`config.mk`:
```
export PLATFORM = sky130hd
export DESIGN_NAME = hsd_top
export DESIGN_NICKNAME = d
export VERILOG_FILES = /design/src/hdl/hsd_pkg.sv /design/src/hdl/hsd_top.sv
export SDC_FILE = /design/constraint.sdc
export NUM_CORES = 1
export LEC_CHECK = 0
export BUFFER_PORTS_ARGS = -buffer_cell sky130_fd_sc_hd__clkbuf_2
export CAP_MARGIN = 10
export CORE_UTILIZATION = 47
export DETAILED_ROUTE_END_ITERATION = 10
export GPL_ROUTABILITY_DRIVEN = 1
export PLACE_DENSITY = 0.67
export SYNTH_ARGS = -nofsm -noshare
export SYNTH_HDL_FRONTEND = slang
export SYNTH_SLANG_ARGS = --single-unit
```
`constraint.sdc`:
```
create_clock -name clk_in -period 2.82 [get_ports clk_in]
set_clock_uncertainty 0.15 [all_clocks]
set_input_delay 0.141 -clock clk_in [delete_from_list [all_inputs] [get_ports clk_in]]
set_output_delay 0.141 -clock clk_in [all_outputs]
set_load 0.05 [all_outputs]
```
`src/hdl/hsd_pkg.sv`:
```
// constants for the headset detect reporting and mask block
// assumes a 100 MHz system clock and an abstract byte-wide register port
package hsd_pkg;
    localparam int unsigned CLK_HZ = 100_000_000;
    localparam int unsigned TRIG_DELAY_MS = 120;
    localparam int unsigned TRIG_DELAY_CYC = TRIG_DELAY_MS * (CLK_HZ / 1000);
    localparam int unsigned MEAS_STEP_CYC = 16;
    localparam logic [7:0] ADDR_STATUS = 8'h06;
    localparam logic [7:0] ADDR_MASK = 8'h07;
    localparam logic [7:0] ADDR_CTRL = 8'h04;
    localparam logic [7:0] MASK_RST = 8'h00;
    localparam logic [7:0] CTRL_RST = 8'h00;
    localparam int unsigned BIT_TRISTATE = 4;
    localparam int unsigned BIT_ERR = 3;
    localparam int unsigned BIT_IRQMODE = 2;
    localparam int unsigned BIT_MIC = 1;
    localparam int unsigned BIT_3P = 0;
    localparam logic [7:0] MASK_WMASK = 8'h1b;
    localparam logic [7:0] CTRL_WMASK = 8'h0c;
    localparam logic [6:0] I2C_ADDR_LO = 7'h3b;
    localparam logic [6:0] I2C_ADDR_HI = 7'h3c;
    typedef enum logic [2:0] {
        ST_IDLE = 3'b000,
        ST_WAIT = 3'b001,
        ST_MEAS_A = 3'b011,
        ST_MEAS_B = 3'b010,
        ST_DONE = 3'b110
    } hsd_state_type;
endpackage

```
`src/hdl/hsd_top.sv`:
```
// headset detect sequencer, flag reporting and interrupt mask register
// assumes an external byte register port already decoded from the serial bus
`timescale 1ns/1ns
module hsd_top #(
    parameter int unsigned TRIG_DELAY = hsd_pkg::TRIG_DELAY_CYC // 120 ms delay cycles
) (
    input wire logic clk_in, // 100 MHz clock
    input wire logic nrst_in, // async reset, active low
    input wire logic detect_start_pin_in, // start level from jack switch
    input wire logic slave_addr_select_in, // address strap level
    input wire logic ring2_low_z_in, // ring2 measured low impedance
    input wire logic sleeve_low_z_in, // sleeve measured low impedance
    input wire logic reg_wr_in, // register write strobe
    input wire logic reg_rd_in, // register read strobe
    input wire logic [7:0] reg_addr_in, // register address
    input wire logic [7:0] reg_wdata_in, // register write data
    output logic [7:0] reg_rdata_out, // register read data
    output logic [6:0] slave_addr_out, // active slave address
    output logic mic_on_sleeve_out, // mic line routed to sleeve
    output logic mic_on_ring2_out, // mic line routed to ring2
    output logic gnd_on_sleeve_out, // ground routed to sleeve
    output logic gnd_on_ring2_out, // ground routed to ring2
    output logic mic_found_n_pin_out, // open drain output level, always 0
    output logic mic_found_n_pin_oe_out // high while pulling pin low
);
    typedef struct packed {
        logic trig_prev;
        logic [31:0] cnt;
        hsd_pkg::hsd_state_type state;
        logic [7:0] mask;
        logic [7:0] ctrl;
        logic [7:0] status;
        logic [7:0] rdata;
        logic [3:0] route;
        logic oe;
    } hsd_regs_type;

    hsd_regs_type r_q, r_d;
    logic [1:0] rst_sync_q;
    logic rst_n;
    logic [2:0] irq_src;
    logic start_edge;

    // reset release through two flops; assertion is immediate
    // kept apart from the state struct since it runs on the raw reset
    always_ff @(posedge clk_in or negedge nrst_in) begin
        if (!nrst_in) begin
            rst_sync_q <= 2'b00;
        end else begin
            rst_sync_q <= {rst_sync_q[0], 1'b1};
        end
    end
    assign rst_n = rst_sync_q[1];

    function automatic logic is_addr(input logic [7:0] a, input logic [7:0] ref_a);
        return a == ref_a;
    endfunction

    // edge only when the external start is enabled
    assign start_edge = detect_start_pin_in & ~r_q.trig_prev
        & ~r_q.ctrl[hsd_pkg::BIT_ERR];
    assign irq_src = {r_q.status[hsd_pkg::BIT_ERR] & ~r_q.mask[hsd_pkg::BIT_ERR],
        r_q.status[hsd_pkg::BIT_MIC] & ~r_q.mask[hsd_pkg::BIT_MIC],
        r_q.status[hsd_pkg::BIT_3P] & ~r_q.mask[hsd_pkg::BIT_3P]};

    // next state: sequencer, registers, pin
    always_comb begin
        r_d = r_q;
        r_d.trig_prev = detect_start_pin_in;
        if (r_q.cnt != 32'h0000_0000) begin
            r_d.cnt = r_q.cnt - 32'h0000_0001;
        end
        case (r_q.state)
            hsd_pkg::ST_IDLE: begin
                if (start_edge) begin
                    r_d.state = hsd_pkg::ST_WAIT;
                    r_d.cnt = 32'(TRIG_DELAY - 1);
                end
            end
            hsd_pkg::ST_WAIT: begin
                if (r_q.cnt == 32'h0000_0000) begin
                    r_d.state = hsd_pkg::ST_MEAS_A;
                    r_d.cnt = 32'(hsd_pkg::MEAS_STEP_CYC - 1);
                end
            end
            hsd_pkg::ST_MEAS_A: begin
                if (r_q.cnt == 32'h0000_0000) begin
                    r_d.state = hsd_pkg::ST_MEAS_B;
                    r_d.cnt = 32'(hsd_pkg::MEAS_STEP_CYC - 1);
                end
            end
            hsd_pkg::ST_MEAS_B: begin
                if (r_q.cnt == 32'h0000_0000) begin
                    r_d.state = hsd_pkg::ST_DONE;
                    r_d.status = 8'h00;
                    // both low: three pole; one low: that contact is ground
                    if (ring2_low_z_in && sleeve_low_z_in) begin
                        r_d.status[hsd_pkg::BIT_3P] = 1'b1;
                        r_d.route = 4'b0011;
                    end else if (ring2_low_z_in != sleeve_low_z_in) begin
                        r_d.status[hsd_pkg::BIT_MIC] = 1'b1;
                        // mic on the high impedance contact, ground on the other
                        r_d.route = ring2_low_z_in ? 4'b1001 : 4'b0110;
                    end else begin
                        r_d.status[hsd_pkg::BIT_ERR] = 1'b1;
                        r_d.route = 4'b0000;
                    end
                end
            end
            hsd_pkg::ST_DONE: begin
                if (start_edge) begin
                    r_d.state = hsd_pkg::ST_WAIT;
                    r_d.cnt = 32'(TRIG_DELAY - 1);
                end
            end
            default: r_d.state = hsd_pkg::ST_IDLE;
        endcase
        // register port; reading status clears it unless a result lands now
        if (reg_wr_in && is_addr(reg_addr_in, hsd_pkg::ADDR_MASK)) begin
            r_d.mask = reg_wdata_in & hsd_pkg::MASK_WMASK;
        end
        if (reg_wr_in && is_addr(reg_addr_in, hsd_pkg::ADDR_CTRL)) begin
            r_d.ctrl = reg_wdata_in & hsd_pkg::CTRL_WMASK;
        end
        if (reg_rd_in) begin
            if (is_addr(reg_addr_in, hsd_pkg::ADDR_MASK)) begin
                r_d.rdata = r_q.mask;
            end else if (is_addr(reg_addr_in, hsd_pkg::ADDR_CTRL)) begin
                r_d.rdata = r_q.ctrl;
            end else if (is_addr(reg_addr_in, hsd_pkg::ADDR_STATUS)) begin
                r_d.rdata = r_q.status;
                if (!(r_q.state == hsd_pkg::ST_MEAS_B && r_q.cnt == 32'h0000_0000)) begin
                    r_d.status = 8'h00;
                end
            end else begin
                r_d.rdata = 8'h00;
            end
        end
        // pin: tristate mask wins, then irq mode, else mic presence
        if (r_q.mask[hsd_pkg::BIT_TRISTATE]) begin
            r_d.oe = 1'b0;
        end else if (r_q.ctrl[hsd_pkg::BIT_IRQMODE]) begin
            r_d.oe = |irq_src;
        end else begin
            // routed mic means mic found; status clears on read, so it cannot hold the pin
            r_d.oe = r_q.route[3] | r_q.route[2];
        end
    end

    // state register, everything but the reset synchroniser
    always_ff @(posedge clk_in or negedge rst_n) begin
        if (!rst_n) begin
            r_q.trig_prev <= 1'b1; // a high level at reset is not an edge
            r_q.cnt <= 32'h0000_0000;
            r_q.state <= hsd_pkg::ST_IDLE;
            r_q.mask <= hsd_pkg::MASK_RST;
            r_q.ctrl <= hsd_pkg::CTRL_RST;
            r_q.status <= 8'h00;
            r_q.rdata <= 8'h00;
            r_q.route <= 4'b0000;
            r_q.oe <= 1'b0;
        end else begin
            r_q.trig_prev <= r_d.trig_prev;
            r_q.cnt <= r_d.cnt;
            r_q.state <= r_d.state;
            r_q.mask <= r_d.mask;
            r_q.ctrl <= r_d.ctrl;
            r_q.status <= r_d.status;
            r_q.rdata <= r_d.rdata;
            r_q.route <= r_d.route;
            r_q.oe <= r_d.oe;
        end
    end

    assign reg_rdata_out = r_q.rdata;
    assign slave_addr_out = slave_addr_select_in ? hsd_pkg::I2C_ADDR_HI
        : hsd_pkg::I2C_ADDR_LO;
    assign {mic_on_sleeve_out, mic_on_ring2_out, gnd_on_sleeve_out, gnd_on_ring2_out} = r_q.route;
    assign mic_found_n_pin_out = 1'b0;
    assign mic_found_n_pin_oe_out = r_q.oe;
endmodule

```
==> impl_metrics.csv <==
group,metric,value,unit
run_status,status,"completed",
synth,synth_ff_type,"dfrtp_1",
routing,drtIter0Drc,122,
synth,synthArstFlopShare,100,%
placed_design,placedCellCount,473,
sta,rsz0062_at_grt,"no",
global_route,grt_pass1_vias,2623,
cts,clock_latency,0.34,ns
cts,cts-root-buf,"clkbuf_8",
cts,clock-sinks,65,
synth,yosys_warnings,0,
critical_path,end_kind,"register",
cts,h-tree-depth,3,
synth,yosysSeqAreaShare,48.0,%
routing,viasPerCell,5.55,
sta,min_period,2.68,ns
global_route,grt.total_usage,21.5,%
floorplanning,rows,30,
routing,wl,7260,um
global_route,grt_max_degree,64,
floorplanning,ios,45,
synth,synth_top_area_share,47.2,%
pwr,irDropWorstVdd,0.354,mV
floorplanning,start_util,49.4,%
finish,area_growth,20.6,%
synth,yosys_register_bits,65,
pwr,p_per_area,612,mW/mm2
finish,n_fill_cell,576,
finish,layout.cells.non_filler,499,
sta,fmax,373,MHz
critical_path,path_class,"reg2reg",
floorplanning,coreArea,0.00687,mm2
critical_path,cp_max_fo,6,
floorplanning,die_area,0.00757,mm2
sta,tightest_slew,0.707,ns
synth,ys_top_cells_by_area,"dfrtp_1 (47%), a21oi_1 (3.7%), buf_4 (3.3%)",
cts,cts_buffers,9,
finish,layout-drive-gt1-share,24.6,%
placed_design,gp_congestion,0.803,
finish,final_common_cell,"dfrtp_1",
cts,clockBufferDepth,2,
sta,period_share,95.2,%
floorplanning,die_w,87.0,um
synth,synth_area_per_cell,9.84,um2
routing,num_vias,2770,
cts,cts_setup_buffers,0,
critical_path,worstPathArrival,2.80,ns
synth,ys_types,57,
routing,wl_per_cell,14.5,um
sta,relSlewSlack,52.8,%
finish,final_cell_mix,"dfrtp_1 (63), clkbuf_2 (36), a21oi_1 (25)",
placed_design,io_buffers,36,
sta,hold_viol,0,
sta,setup_viol,0,
finish,multiInputGateArea,0.00156,mm2
synth,syn_area,0.00339,mm2
floorplanning,die_h,87.0,um
cts,cts_tree,"yes",
sta,fin_setup_tns,0,ns
routing,drc_errors,0,
global_route,grt_overflow,0,
sta,slew_violations,0,
critical_path,start_kind,"register",
critical_path,critical_path_required,2.94,ns
finish,register_area,0.00163,mm2
routing,drt-pass1-iter-count,4,
synth,syn_inst,345,
synth,synth-edff-count,0,
global_route,grt_pass1_wl,12500,um
routing,postRouteAntennaNets,0,
synth,yosys.area.top_type,"dfrtp_1",
worst_hold_path,hp-class,"in2reg",
cts,path_clk_slew,0.08,ns
flow_run,maxCapViolCount,0,
pwr,p_leak,1.80,nW
placed_design,place_hpwl,5040,um
finish,final_nets,429,
global_route,antenna_found_initial,0,
finish,n_antenna_cell,0,
-- Yosys cell counts, types with 2 or more instances --
library cell	instances
and4_1	7
nor2b_1	3
dfrtp_1	64
or4_2	3
nand4_1	9
o31ai_1	10
clkbuf_1	8
or4_4	2
a211oi_1	4
or3_1	6
nor3b_1	3
ha_1	7
nor4_1	6
or3_2	3
buf_2	3
or3b_2	2
o21ai_0	17
or2_2	2
nand2_1	19
a31oi_1	2
nor3_1	14
a21oi_1	25
or4_1	7
o21bai_1	2
conb_1	2
o22ai_1	2
inv_1	16
xnor2_1	8
and2_1	6
nor4b_1	2
nor2_1	21
and3_1	3
a2111oi_0	2
buf_4	15
nand3_1	10
mux2_2	9
-- logic make-up (layout without fill, tap and decap cells) --
family / after synthesis / count (layout) / share of synthesized area (%)
AOI/OAI and AO/OA: 71 / 71 / 12.6
xor gates and xnor gates: 8 / 8 / 2.06
adders and majority gates: 7 / 7 / 2.58
buffers and inverters: 43 / 97 / 6.52
DFF: 65 / 65 / 48.0
muxes: 9 / 9 / 2.99
other: 2 / 6 / 0.221
and+or+nand+nor: 140 / 140 / 25.0
-- state kept, by name, summed over array words and instances (netlist names) --
register                flops
reg_rdata_out               8
gnd_on_ring2_out            1
gnd_on_sleeve_out           1
r_q                        50
rst_sync_q                  2
mic_on_ring2_out            1
mic_found_n_pin_oe_out      1
mic_on_sleeve_out           1
-- final timing paths --
path                                    startpoint                      endpoint  cells after the start  slack [ns]
min                                 reg_addr_in[3]  reg_rdata_out[1]$_DFFE_PN0P_                      5        0.08
min reg2reg                rst_sync_q[1]$_DFF_PN0_           r_q[23]$_DFFE_PN0P_                      1        0.12
max in group asynchronous                  nrst_in       rst_sync_q[1]$_DFF_PN0_                      3        1.85
max                              r_q[51]$_DFF_PN0_             r_q[69]$_DFF_PN0_                      5        0.14
max reg2reg                      r_q[51]$_DFF_PN0_             r_q[69]$_DFF_PN0_                      5        0.14
min in group asynchronous  rst_sync_q[1]$_DFF_PN0_           r_q[23]$_DFFE_PN0P_                      1        0.12
-- metrics by stage --
stage	setup WS (ns)	cell area, um2	utilization [%]	power, mW	hold WS, ns
floorplan	0.112	3410	-	1.33	-0.305
global placement	0.110	3720	54.1	1.41	-0.223
detailed placement	0.107	3720	54.1	1.42	-0.221
CTS	0.0787	4090	59.6	2.52	0.0612
global route	0.0168	4090	59.6	2.61	0.0942
finish	0.135	4090	59.6	2.51	0.0778
-- power by group --
group / switching [mW] / total, mW / internal, mW
Clock: 0.381 / 1.09 / 0.706
Combinational: 0.189 / 0.331 / 0.142
Sequential: 0.0839 / 1.09 / 1.01
Total: 0.654 / 2.51 / 1.85
-- worst max-delay path, stage by stage (launching register included) --
cell,delay [ns]
dfrtp_1,0.38
or4_4,0.53
or3_4,0.36
or4_4,0.53
or4b_1,0.51
a21oi_1,0.15
-- what timing repair did --
| item | 4_1_cts | 5_1_grt |
|---|---|---|
| setup endpoints to repair | 0 | 17 |
| gates resized for setup | 0 | 1 |
| hold buffers | 10 | 0 |
| endpoints found under the hold margin | 15 | 0 |
-- cell type report --
class / count / area share, %
sequential: 65 / 39.8
multi-input combinational: 241 / 38.1
tap: 96 / 2.93
clock buffer: 10 / 3.36
timing repair buffer: 65 / 10.9
inverter: 16 / 1.47
clock inverter: 6 / 3.36
-- per-layer routing --
layer / track usage (%) / vias up / routed length [um]
met5: 0 / - / 0
met4: 8.79 / 0 / 119
met3: 4.08 / 12 / 240
met2: 33.4 / 64 / 3390
met1: 29.6 / 1341 / 3510
li1: - / 1353 / -
Power figures use the tool's default switching activity.
